==> config.mk <==
export PLATFORM = sky130hd
export DESIGN_NAME = acz_channel_cfg
export DESIGN_NICKNAME = d
export VERILOG_FILES = /design/src/rtl/acz_pkg.sv /design/src/rtl/acz_route_dec.sv /design/src/rtl/acz_channel_cfg.sv
export VERILOG_INCLUDE_DIRS = /design/src /design/src/rtl
export SDC_FILE = /design/constraint.sdc
export NUM_CORES = 1
export LEC_CHECK = 0
export BUFFER_PORTS_ARGS = -buffer_cell sky130_fd_sc_hd__clkbuf_2
export CELL_PAD_IN_SITES_DETAIL_PLACEMENT = 1
export CELL_PAD_IN_SITES_GLOBAL_PLACEMENT = 1
export CORE_MARGIN = 8
export CORE_UTILIZATION = 33
export CTS_CLUSTER_SIZE = 20
export DETAILED_ROUTE_END_ITERATION = 6
export GPL_TIMING_DRIVEN = 0
export HOLD_SLACK_MARGIN = 0.02
export PLACE_DENSITY = 0.85
export SLEW_MARGIN = 10
export SYNTH_ARGS = -nofsm -noshare
export SYNTH_HDL_FRONTEND = slang
export SYNTH_SLANG_ARGS = --single-unit
==> constraint.sdc <==
create_clock -name clk_i -period 1.6 [get_ports clk_i]
set_clock_uncertainty 0.1 [all_clocks]
set_input_delay 0.24 -clock clk_i [delete_from_list [all_inputs] [get_ports clk_i]]
set_output_delay 0.24 -clock clk_i [all_outputs]
set_load 0.005 [all_outputs]
==> src/rtl/acz_cfg.svh <==
// Offsets, field positions, reset values and codes of the channel zero configuration block
`ifndef ACZ_CFG_SVH
`define ACZ_CFG_SVH
`define ACZ_ADR_W          8
`define ACZ_CH0_ADDR       8'h10
`define ACZ_OTHER_ADDR     8'h14
`define ACZ_SEQ_ADDR       8'h18
`define ACZ_CH0_RESET      16'h8001
`define ACZ_OTHER_RESET    15'h0000
`define ACZ_CH0_WMASK      16'hf3ff
`define ACZ_ACTIVE_BIT     15
`define ACZ_SETUP_HI       14
`define ACZ_SETUP_LO       12
`define ACZ_RSVD_HI        11
`define ACZ_RSVD_LO        10
`define ACZ_POS_HI         9
`define ACZ_POS_LO         5
`define ACZ_NEG_HI         4
`define ACZ_NEG_LO         0
`define ACZ_POS_RESET      5'h00
`define ACZ_NEG_RESET      5'h01
`define ACZ_ROUTE_W        23
`define ACZ_POS_MASK       23'h03ffff
`define ACZ_NEG_MASK       23'h67ffff
`define ACZ_CODE_TEMP_P    5'h11
`define ACZ_CODE_TEMP_N    5'h12
`define ACZ_CODE_REF_P     5'h15
`define ACZ_CODE_REF_N     5'h16
`define ACZ_CHAN_W         4
`define ACZ_NUM_CHAN       16
`endif

==> src/rtl/acz_pkg.sv <==
// Types shared by the channel zero configuration block
`include "acz_cfg.svh"
package acz_pkg;
    typedef struct packed {
        logic       active;
        logic [2:0] setup;
        logic [1:0] rsvd;
        logic [4:0] pos;
        logic [4:0] neg;
    } acz_chan_t;

    typedef struct packed {
        logic                    cyc;
        logic                    stb;
        logic                    we;
        logic [`ACZ_ADR_W-1:0]   adr;
        logic [3:0]              sel;
        logic [31:0]             dat;
    } acz_wb_req_t;

    typedef struct packed {
        logic        ack;
        logic [31:0] dat;
    } acz_wb_rsp_t;

    typedef logic [`ACZ_ROUTE_W-1:0] acz_route_t;
endpackage

==> src/rtl/acz_route_dec.sv <==
// Registered one-hot decoder of an analog input route code
`timescale 1ns/1ps
`include "acz_cfg.svh"
module acz_route_dec #(
    parameter logic [4:0]             RESET_CODE = 5'h00,
    parameter logic [`ACZ_ROUTE_W-1:0] VALID_MASK = '0
) (
    input  wire logic         clk_i,
    input  wire logic         reset_i,
    input  wire logic [4:0]   code_i,
    output acz_pkg::acz_route_t route_o
);
    import acz_pkg::*;
    acz_route_t route_d;
    acz_route_t route_q;

    // Unassigned codes leave every switch open
    genvar g;
    generate
        for (g = 0; g < `ACZ_ROUTE_W; g++) begin : g_sw
            assign route_d[g] = VALID_MASK[g] && (code_i == 5'(g));
        end
    endgenerate

    always_ff @(posedge clk_i) begin
        if (reset_i) begin
            route_q <= acz_route_t'(1) << RESET_CODE;
        end else begin
            route_q <= route_d;
        end
    end

    assign route_o = route_q;
endmodule

==> src/rtl/acz_channel_cfg.sv <==
// Channel zero configuration register, Wishbone slave and channel sequencer
// Notes on behaviour
// 16-bit register at 0x10, resets 0x8001.
// Bit 15 enables channel zero, default on.
// Several enabled channels are scanned automatically.
// Bits 14:12 pick one of eight setups.
// Picked setup's four registers govern conversions.
// Channels may share or differ in setups.
// Bits 11:10 reserved, read zero, write zero.
// Bits 9:5 route inputs 0-16 positive.
// Positive code 10001 selects temperature sensor.
// Bits 4:0 negative route, reset input one.
// Sequencer ascends, wraps to lowest enabled.
// Software avoids unassigned route codes.
`timescale 1ns/1ps
`include "acz_cfg.svh"
module acz_channel_cfg (
    input  wire logic                   clk_i,
    input  wire logic                   reset_i,
    input  wire acz_pkg::acz_wb_req_t   wb_req_i,
    output acz_pkg::acz_wb_rsp_t        wb_rsp_o,
    input  wire logic                   conv_done_i,
    output logic [`ACZ_CHAN_W-1:0]      seq_chan_o,
    output logic                        seq_valid_o,
    output logic                        chan0_converting_o,
    output logic [2:0]                  chan0_setup_pick_o,
    output acz_pkg::acz_route_t         chan0_positive_route_o,
    output acz_pkg::acz_route_t         chan0_negative_route_o
);
    import acz_pkg::*;

    acz_chan_t                   channel_zero_config_q;
    logic [`ACZ_NUM_CHAN-1:1]    other_enables_q;
    logic [`ACZ_CHAN_W-1:0]      seq_chan_q;
    logic [`ACZ_CHAN_W-1:0]      seq_chan_d;
    logic [2:0]                  setup_pick_q;
    logic                        ack_q;
    logic [31:0]                 rdat_q;
    logic [31:0]                 rdat_d;
    logic [15:0]                 ch0_wdata;
    logic [15:0]                 ch0_bits;
    logic [15:0]                 lane_mask;
    logic [`ACZ_NUM_CHAN-1:0]    chan_enables;
    logic                        bus_req;
    logic                        bus_ack;
    logic                        wr_ch0;
    logic                        wr_other;

    assign bus_req  = wb_req_i.cyc && wb_req_i.stb && !ack_q;
    // Writes land on the edge at which the master samples ack, not one earlier
    assign bus_ack  = wb_req_i.cyc && wb_req_i.stb && ack_q;
    assign wr_ch0   = bus_ack && wb_req_i.we && (wb_req_i.adr == `ACZ_CH0_ADDR);
    assign wr_other = bus_ack && wb_req_i.we && (wb_req_i.adr == `ACZ_OTHER_ADDR);
    assign lane_mask = {{8{wb_req_i.sel[1]}}, {8{wb_req_i.sel[0]}}};
    assign ch0_bits  = 16'(channel_zero_config_q);
    // Reserved field is dropped on write, so it can never read back set
    assign ch0_wdata = ((wb_req_i.dat[15:0] & lane_mask) | (ch0_bits & ~lane_mask)) & `ACZ_CH0_WMASK;
    assign chan_enables = {other_enables_q, channel_zero_config_q.active};

    // One ack per request, dropped in the following cycle
    always_ff @(posedge clk_i) begin
        if (reset_i) begin
            ack_q <= 1'b0;
        end else begin
            ack_q <= bus_req;
        end
    end

    always_ff @(posedge clk_i) begin
        if (reset_i) begin
            channel_zero_config_q <= acz_chan_t'(`ACZ_CH0_RESET);
        end else if (wr_ch0) begin
            channel_zero_config_q <= acz_chan_t'(ch0_wdata);
        end
    end

    // Enables of the other fifteen channels, so the scan has something to visit
    always_ff @(posedge clk_i) begin
        if (reset_i) begin
            other_enables_q <= `ACZ_OTHER_RESET;
        end else if (wr_other) begin
            if (wb_req_i.sel[0]) begin
                other_enables_q[7:1] <= wb_req_i.dat[7:1];
            end
            if (wb_req_i.sel[1]) begin
                other_enables_q[15:8] <= wb_req_i.dat[15:8];
            end
        end
    end

    // Unmapped addresses read zero and ignore writes
    always_comb begin
        rdat_d = 32'h0;
        case (wb_req_i.adr)
            `ACZ_CH0_ADDR: begin
                rdat_d = {16'h0, ch0_bits};
            end
            `ACZ_OTHER_ADDR: begin
                rdat_d = {16'h0, other_enables_q, 1'b0};
            end
            `ACZ_SEQ_ADDR: begin
                rdat_d = {26'h0, chan0_converting_o, seq_valid_o, seq_chan_q};
            end
            default: begin
                rdat_d = 32'h0;
            end
        endcase
    end

    always_ff @(posedge clk_i) begin
        if (reset_i) begin
            rdat_q <= 32'h0;
        end else if (bus_req && !wb_req_i.we) begin
            rdat_q <= rdat_d;
        end else if (bus_req) begin
            rdat_q <= 32'h0;
        end
    end

    assign wb_rsp_o.ack = ack_q;
    assign wb_rsp_o.dat = rdat_q;

    // Next enabled channel above the current one, else the lowest enabled
    function automatic logic [`ACZ_CHAN_W-1:0] acz_next_chan(
        input logic [`ACZ_NUM_CHAN-1:0] en,
        input logic [`ACZ_CHAN_W-1:0]   cur
    );
        logic [`ACZ_CHAN_W-1:0] r;
        r = cur;
        for (int i = `ACZ_NUM_CHAN - 1; i >= 0; i--) begin
            if (en[i]) begin
                r = `ACZ_CHAN_W'(i);
            end
        end
        for (int i = `ACZ_NUM_CHAN - 1; i >= 0; i--) begin
            if (en[i] && (i > int'(cur))) begin
                r = `ACZ_CHAN_W'(i);
            end
        end
        return r;
    endfunction

    assign seq_chan_d = acz_next_chan(chan_enables, seq_chan_q);

    // Step only at the end of a conversion; disabling channel zero mid-way drops chan0_converting_o at once
    always_ff @(posedge clk_i) begin
        if (reset_i) begin
            seq_chan_q <= `ACZ_CHAN_W'(0);
        end else if (conv_done_i && (chan_enables != '0)) begin
            seq_chan_q <= seq_chan_d;
        end
    end

    // Setup index drives the bank select of the four setup registers
    always_ff @(posedge clk_i) begin
        if (reset_i) begin
            setup_pick_q <= 3'h0;
        end else begin
            setup_pick_q <= channel_zero_config_q.setup;
        end
    end

    assign seq_chan_o         = seq_chan_q;
    assign seq_valid_o        = (chan_enables != '0);
    assign chan0_converting_o = seq_valid_o && (seq_chan_q == `ACZ_CHAN_W'(0)) && channel_zero_config_q.active;
    assign chan0_setup_pick_o = setup_pick_q;

    acz_route_dec #(
        .RESET_CODE (`ACZ_POS_RESET),
        .VALID_MASK (`ACZ_POS_MASK)
    ) u_pos_dec (
        .clk_i   (clk_i),
        .reset_i (reset_i),
        .code_i  (channel_zero_config_q.pos),
        .route_o (chan0_positive_route_o)
    );

    acz_route_dec #(
        .RESET_CODE (`ACZ_NEG_RESET),
        .VALID_MASK (`ACZ_NEG_MASK)
    ) u_neg_dec (
        .clk_i   (clk_i),
        .reset_i (reset_i),
        .code_i  (channel_zero_config_q.neg),
        .route_o (chan0_negative_route_o)
    );

    property p_reset_value;
        @(posedge clk_i) ($past(reset_i) && !reset_i) |-> (ch0_bits == `ACZ_CH0_RESET);
    endproperty
    a_reset_value: assert property (p_reset_value) else $error("ch0 reset value wrong");

    property p_read_back;
        @(posedge clk_i) disable iff (reset_i)
        (bus_req && !wb_req_i.we && wb_req_i.adr == `ACZ_CH0_ADDR) ##1 1'b1
        |-> ack_q && (wb_rsp_o.dat == {16'h0, $past(ch0_bits)});
    endproperty
    a_read_back: assert property (p_read_back) else $error("ch0 read data wrong");

    property p_ack_single;
        @(posedge clk_i) disable iff (reset_i) ack_q |=> !ack_q;
    endproperty
    a_ack_single: assert property (p_ack_single) else $error("ack held two cycles");

    property p_active_write;
        @(posedge clk_i) disable iff (reset_i)
        (wr_ch0 && wb_req_i.sel[1]) |=> (channel_zero_config_q.active == $past(wb_req_i.dat[15]));
    endproperty
    a_active_write: assert property (p_active_write) else $error("enable bit not written");

    property p_rsvd_zero;
        @(posedge clk_i) disable iff (reset_i) channel_zero_config_q.rsvd == 2'h0;
    endproperty
    a_rsvd_zero: assert property (p_rsvd_zero) else $error("reserved bits set");

    property p_setup_follow;
        @(posedge clk_i) disable iff (reset_i)
        (wr_ch0 && wb_req_i.sel[1]) |=> ##1 (chan0_setup_pick_o == $past(wb_req_i.dat[14:12], 2));
    endproperty
    a_setup_follow: assert property (p_setup_follow) else $error("setup pick not applied");

    property p_pos_route;
        @(posedge clk_i) disable iff (reset_i)
        (channel_zero_config_q.pos <= `ACZ_CODE_TEMP_P) |=>
        (chan0_positive_route_o == (acz_route_t'(1) << $past(channel_zero_config_q.pos)));
    endproperty
    a_pos_route: assert property (p_pos_route) else $error("positive route wrong");

    property p_neg_ref;
        @(posedge clk_i) disable iff (reset_i)
        (channel_zero_config_q.neg == `ACZ_CODE_REF_P) |=>
        (chan0_negative_route_o == (acz_route_t'(1) << `ACZ_CODE_REF_P));
    endproperty
    a_neg_ref: assert property (p_neg_ref) else $error("negative reference route wrong");

    property p_scan_moves;
        @(posedge clk_i) disable iff (reset_i)
        (conv_done_i && !$onehot0(chan_enables) && chan_enables[seq_chan_q]) |=> (seq_chan_q != $past(seq_chan_q));
    endproperty
    a_scan_moves: assert property (p_scan_moves) else $error("scan did not advance");

    property p_scan_order;
        @(posedge clk_i) disable iff (reset_i)
        (conv_done_i && chan_enables != '0) |=>
        chan_enables[seq_chan_q] && ((seq_chan_q > $past(seq_chan_q)) ||
        (($past(chan_enables) & ((16'h1 << seq_chan_q) - 16'h1)) == 16'h0));
    endproperty
    a_scan_order: assert property (p_scan_order) else $error("scan order wrong");

    property p_ack_follows;
        @(posedge clk_i) disable iff (reset_i) bus_req |=> ack_q;
    endproperty
    a_ack_follows: assert property (p_ack_follows) else $error("request not acknowledged");

    property p_write_full;
        @(posedge clk_i) disable iff (reset_i)
        (wr_ch0 && wb_req_i.sel[1:0] == 2'h3) |=> (ch0_bits == ($past(wb_req_i.dat[15:0]) & `ACZ_CH0_WMASK));
    endproperty
    a_write_full: assert property (p_write_full) else $error("full write not stored");

    property p_byte_keep;
        @(posedge clk_i) disable iff (reset_i)
        (wr_ch0 && !wb_req_i.sel[1]) |=> (ch0_bits[15:8] == $past(ch0_bits[15:8]));
    endproperty
    a_byte_keep: assert property (p_byte_keep) else $error("unselected lane changed");

    property p_cfg_hold;
        @(posedge clk_i) disable iff (reset_i) !wr_ch0 |=> (ch0_bits == $past(ch0_bits));
    endproperty
    a_cfg_hold: assert property (p_cfg_hold) else $error("register changed without write");

    property p_neg_route;
        @(posedge clk_i) disable iff (reset_i)
        (channel_zero_config_q.neg <= `ACZ_CODE_TEMP_N) |=>
        (chan0_negative_route_o == (acz_route_t'(1) << $past(channel_zero_config_q.neg)));
    endproperty
    a_neg_route: assert property (p_neg_route) else $error("negative route wrong");

    property p_neg_ref_n;
        @(posedge clk_i) disable iff (reset_i)
        (channel_zero_config_q.neg == `ACZ_CODE_REF_N) |=>
        (chan0_negative_route_o == (acz_route_t'(1) << `ACZ_CODE_REF_N));
    endproperty
    a_neg_ref_n: assert property (p_neg_ref_n) else $error("negative reference minus route wrong");

    property p_pos_onehot;
        @(posedge clk_i) disable iff (reset_i) $onehot0(chan0_positive_route_o);
    endproperty
    a_pos_onehot: assert property (p_pos_onehot) else $error("two positive switches closed");

    property p_seq_hold;
        @(posedge clk_i) disable iff (reset_i) !conv_done_i |=> (seq_chan_q == $past(seq_chan_q));
    endproperty
    a_seq_hold: assert property (p_seq_hold) else $error("scan moved without conversion end");

    property p_pick_reset;
        @(posedge clk_i) reset_i |=> (chan0_setup_pick_o == 3'h0);
    endproperty
    a_pick_reset: assert property (p_pick_reset) else $error("setup pick not reset");

    property p_write_rdat_zero;
        @(posedge clk_i) disable iff (reset_i) (bus_req && wb_req_i.we) |=> (wb_rsp_o.dat == 32'h0);
    endproperty
    a_write_rdat_zero: assert property (p_write_rdat_zero) else $error("write returned data");

    property p_unmapped_zero;
        @(posedge clk_i) disable iff (reset_i)
        (bus_req && !wb_req_i.we && wb_req_i.adr != `ACZ_CH0_ADDR && wb_req_i.adr != `ACZ_OTHER_ADDR &&
        wb_req_i.adr != `ACZ_SEQ_ADDR) |=> (wb_rsp_o.dat == 32'h0);
    endproperty
    a_unmapped_zero: assert property (p_unmapped_zero) else $error("unmapped read not zero");

    property p_single_stays;
        @(posedge clk_i) disable iff (reset_i)
        (conv_done_i && $onehot(chan_enables) && chan_enables[seq_chan_q]) |=> (seq_chan_q == $past(seq_chan_q));
    endproperty
    a_single_stays: assert property (p_single_stays) else $error("lone channel left");

    property p_idle_no_step;
        @(posedge clk_i) disable iff (reset_i)
        (conv_done_i && chan_enables == '0) |=> (seq_chan_q == $past(seq_chan_q));
    endproperty
    a_idle_no_step: assert property (p_idle_no_step) else $error("scan moved with no channel enabled");
endmodule

# ---- Word-level counts from Yosys, hierarchy flattened
# Index checks and enable logic that the tools add are counted.
dict set report classes {
  order_cmp 15
  eq_ne 40
  bitwise 4
  mux 34
  n_reduce_logical 36
}
# op count
set ops {}
lappend ops {{2-to-1 mux 4 bit} 31}
lappend ops {{equality test 5 x 4 -> 1 bit, second input constant} 16}
lappend ops {{2-to-1 mux 32 bit} 2}
lappend ops {{one-hot mux 16 bit (3 select lines)} 1}
lappend ops {{equality test 5 x 3 -> 1 bit, second input constant} 8}
lappend ops {{equality test 5 bit, second input constant} 7}
lappend ops {{bitwise AND 16 bit} 2}
lappend ops {{> comparator 4 bit, first input constant} 8}
lappend ops {{nonzero test 31 bit} 1}
lappend ops {{logical AND 1 bit} 25}
lappend ops {{equality test 8 x 5 -> 1 bit, second input constant} 3}
lappend ops {{equality test 5 x 2 -> 1 bit, second input constant} 4}
lappend ops {{> comparator 3 x 4 -> 1 bit, first input constant} 4}
lappend ops {{inverter 16 bit} 1}
lappend ops {{OR 16 bit} 1}
lappend ops {{nonzero test 16 bit} 1}
lappend ops {{equality test 5 x 1 -> 1 bit, second input constant} 2}
lappend ops {{logical NOT 5 bit} 2}
lappend ops {{> comparator 2 x 4 -> 1 bit, first input constant} 2}
lappend ops {{AND reduction 2 bit} 3}
lappend ops {{> comparator 1 x 4 -> 1 bit, first input constant} 1}
lappend ops {{logical NOT 4 bit} 1}
lappend ops {{logical NOT 1 bit} 2}
lappend ops {{nonzero test 2 bit} 1}
dict set report totals {
  register_bits 115
  output_inout_bits 88
  input_bits 50
  wordCells 143
}

# ---- Longest topological paths before layout
dict set report logic_depth {
  depth_word 31
  ltp_mapped 7
  ltp_nobuf 6
}

# ---- Modules after synthesis
# Synthesis repeated with hierarchy kept, for this count alone.
dict set report unflattened {
  hier_cells 462
  hier_area_um2 4137.7
}
# module cells_each n_inst seq_area_each_um2 area_per_inst_um2
set modules_own_cells {}
lappend modules_own_cells {acz_channel_cfg 349 1 1061.0 2901.5}
lappend modules_own_cells {{acz_route_dec (u_neg_dec)} 60 1 420.4 656.9}
lappend modules_own_cells {{acz_route_dec (u_pos_dec)} 53 1 360.3 579.3}

# ---- Least setup slack after synthesis
# No wires, ideal clock.
dict set report synth_path {
  kind {in2reg}
  start {input port wb_req_i[41] (netlist name)}
  end {register (tool-made name)}
  arrival_time_ns 1.441
  path_stages 7
  n_path_buf 1
  t_required_ns 1.379
  setup_ns 0.121
  setup_slack_ns -0.063
  cell_sequence {nor4b_4 -> nand2_2 -> nor3_4 -> and3_1 -> buf_6 -> mux2i_1 -> nand2_1}
}
# item line
set synth_rtl {}
lappend synth_rtl {{start, declared} acz_channel_cfg.sv:20} ;# input wire acz_pkg::acz_wb_req_t wb_req_i,

# ---- Worst setup path after layout
dict set report layout_path {
  start {register other_enables_q[7] (netlist name)}
  end {register seq_chan_q[0] (netlist: seq_chan_o[0])}
}
dict set report layout_between {
  elab_chain_cells 23
  elab_cells_between_ends 28
  classes_between {mux (23); reduce/logical (5)}
}
# item line
set layout_rtl {}
lappend layout_rtl {{start, declared} acz_channel_cfg.sv:33} ;# logic [`ACZ_NUM_CHAN-1:1] other_enables_q;
lappend layout_rtl {{start signal, assigned} acz_channel_cfg.sv:80} ;# other_enables_q <= `ACZ_OTHER_RESET;
lappend layout_rtl {{2-to-1 mux 4 bit (8 in series)} acz_channel_cfg.sv:131} ;# if (en[i]) begin
lappend layout_rtl {{2-to-1 mux 4 bit (15 in series)} acz_channel_cfg.sv:136} ;# if (en[i] && (i > int'(cur))) begin
lappend layout_rtl {{end signal, assigned} acz_channel_cfg.sv:148} ;# seq_chan_q <= `ACZ_CHAN_W'(0);
lappend layout_rtl {{end signal, assigned} acz_channel_cfg.sv:150} ;# seq_chan_q <= seq_chan_d;
lappend layout_rtl {{end, declared} acz_channel_cfg.sv:34} ;# logic [`ACZ_CHAN_W-1:0] seq_chan_q;
# Parallel ways exist; a longest one is shown, timed or not.
# A chain may end at the register's enable or synchronous reset.

==> results.toml <==
[power]
switching_share_pct = 22.0
seq_power_share_pct = 49.6
internal_power_mw = 3.60
comb_power_share_pct = 5.3
fin_total_pwr_mw = 4.62
p_switching_mw = 1.02
p_per_area_nw_per_um2 = 799
p_leak_nw = 2.46
clkPwrFrac_pct = 45.0
ir_drop_uv = 619

[global_routing]
grt_pass1_wl_mm = 22.6
grt_overflow_total = 0
grt_max_degree = 15
antenna_found_initial = 0
grt_pass1_vias = 4305
track_usage_pct = 17.5

[synth]
netlist_instances = 465
synth-edff-count = 0
synth_area_leader_cell = "dfxtp_1"
yosysSeqAreaShare_pct = 44.2
avgSynthCellArea_um2 = 8.96
ys_async_sr_fraction_pct = 0
synth_flop_cell = "dfxtp_1"
ys_ff_latch = 92
synth_area_leaders = "dfxtp_1, mux2i_1, nor2_1"
syn_area_um2 = 4170
yosysWarningCount = 0
synth_top_area_share_pct = 44.2
synth_cell_types = 59
synth_commonest_cells = "dfxtp_1, nor2_1, mux2i_1"

[min_path]
min_path_type = "in -> reg"

[finish]
antenna_cells = 0
nFillCells = 1507
layout-drive-gt1-share_pct = 41.6
syn_to_final_growth_pct = 38.6
nets = 666
fin_area_um2 = 5780

[worst_setup_path]
critPathMaxFanout = 7
r2r-start = "other_enables_q[7]$_SDFFE_PP0P_"
crit_path_top_delay_cell = "o41ai_1"
crit_arrival_ns = 2.01
crit_chain = "buf_6 > inv_4 > a311oi_2 > nand2_1 > a222oi_1 > nor3_1 > o41ai_1"
critPathLaunchType = "register"
crit_end = "seq_chan_o[0]$_SDFFE_PP0P_"
r2r_cells = 7
critical_path.max_stage_delay_ns = 0.34
worst_ep_required_time_ns = 1.73
crit_type = "reg -> reg"
crit_start = "other_enables_q[7]$_SDFFE_PP0P_"
rrSetupSlack_ns = -0.27
setup.worst_path.end_class = "register"
rr_endpoint = "seq_chan_o[0]$_SDFFE_PP0P_"

[clock_network]
worst_skew_pair.late_latency_ns = 0.34
cts.sinks = 92
cts_tree = "yes"
htree_levels = 3
cts_buffers = 9
cts_root_buf = "clkbuf_16"
ctsLongestPathBuffers = 2
ctsHoldBuffers = 0
path_clk_slew_ns = 0.06

[floorplanning]
fp.dieH_um = 128
coreArea_um2 = 12500
initial_core_util_pct = 33.4
rows = 41
die-area_um2 = 16500
die_w_um = 128
ios = 138

[sta]
slew_headroom_pct = 60.6
fin_crit_ns = 1.87
period_share_pct = 117
worst_slack_ns = -0.275
tightest_slew_ns = 0.590
drv_slew = 0
finalHoldViolCount = 0
rsz0062_at_grt = "yes"
timing.fmax_mhz = 533
finalSetupViolCount = 9
fin_hold_ws_ns = 0.0367

[route]
wl_mm = 14.7
vias_per_cell = 4.99
avgRoutedWirePerCell_um = 18.6
vias = 3949
ant_nets = 0
drt-initial-drc-count = 263
drtPass1Iterations = 4
drc_errors = 0

[placed_design]
dp_hpwl_mm = 10.7
pre_cts_slack_ns = -0.604
place_congestion = 0.855
place_area_um2 = 4960
port_buffers = 94

[status]
violations = "setup timing"
outcome = "finished with violations"

[flow_run]
maxCapViolations = 0
[kinds of logic after synthesis]
kind of cell    synth area share (%)
buf+inv                         9.79
mux                             8.41
simple gates                    23.0
compound gates                  14.5
flops                           44.2
other cells                   0.0900
[layout by cell type, fill, tap and decap left out, drive strengths merged, types with 9 or more instances in the layout]
cell type	netlist	layout
a21oi	17	17
a22oi	13	13
buf	51	75
clkbuf	8	112
conb	1	23
dfxtp	92	92
mux2i	35	35
nand2	24	24
nand2b	9	9
nor2	92	92
nor3	16	16
o21ai	16	16
[routing by layer]
layer  track usage, %  vias to the layer above  wire length [um]  share of wire (%)
met5                0                        -                 0                  0
met4             6.29                        0               262                1.8
met3             4.84                       20               937                6.4
met2             31.8                      123              7710                 52
met1             18.9                     1939              5790                 39
li1                 -                     1867                 -                  -
[power groups by stage]
stage / combinational (mW) / sequential [mW] / clock [mW]
after floorplan: 0.134 / 2.35 / 0
after global placement: 0.212 / 2.35 / 0
after detailed placement: 0.217 / 2.35 / 0
after CTS: 0.229 / 2.29 / 2.10
after global routing: 0.265 / 2.29 / 2.20
final: 0.246 / 2.29 / 2.08
[repair_timing]
| item | in CTS | in global routing |
|---|---|---|
| setup endpoints to repair | 37 | 47 |
| gates cloned | 1 | 1 |
| pin swaps | 11 | 19 |
| gates resized for setup | 37 | 49 |
| buffers inserted | 18 | 7 |
[per-stage QoR]
| step | instances | util [%] | setup TNS (ns) |
|---|---|---|---|
| finish | 792 | 46.3 | -1.37 |
| global route | 792 | 46.3 | -2.64 |
| CTS | 784 | 44.3 | -0.949 |
| detailed placement | 753 | 39.8 | -18.15 |
| global placement | 753 | 39.8 | -15.45 |
| floorplan | 487 | - | -0.702 |
[worst min-delay path by stage]
stage / startpoint / end / slack [ns] / depth (start not counted)
2_1_floorplan: wb_req_i[0] / register / 0.27 / 2
3_3_place_gp: rdat_q[10]$_SDFFE_PP0P_ / rdat_q[10]$_SDFFE_PP0P_ / 0.37 / 2
3_5_place_dp: rdat_q[0]$_SDFFE_PP0P_ / rdat_q[0]$_SDFFE_PP0P_ / 0.38 / 2
4_1_cts: wb_req_i[0] / register / 0.03 / 3
5_1_grt: wb_req_i[10] / other_enables_q[10]$_SDFFE_PP0P_ / 0.04 / 3
6_report: wb_req_i[10] / other_enables_q[10]$_SDFFE_PP0P_ / 0.04 / 3
[critical path, delay by kind of cell (launching register included)]
family          cells  cell delay (ns)
flops               1             0.33
buf+inv             2             0.17
simple gates        2             0.21
compound gates      3             0.95
[final cells by class]
type / count / area, um2 / area share, %
Multi-Input combinational cell: 328 / 2220 / 38.5
Buffer: 56 / 448 / 7.76
Clock inverter: 4 / 51.3 / 0.888
Inverter: 8 / 32.5 / 0.563
Timing Repair Buffer: 121 / 712 / 12.3
Sequential cell: 92 / 1860 / 32.3
Tap cell: 172 / 215 / 3.73
Clock buffer: 11 / 233 / 4.03
(Power assumes the default switching activity.)
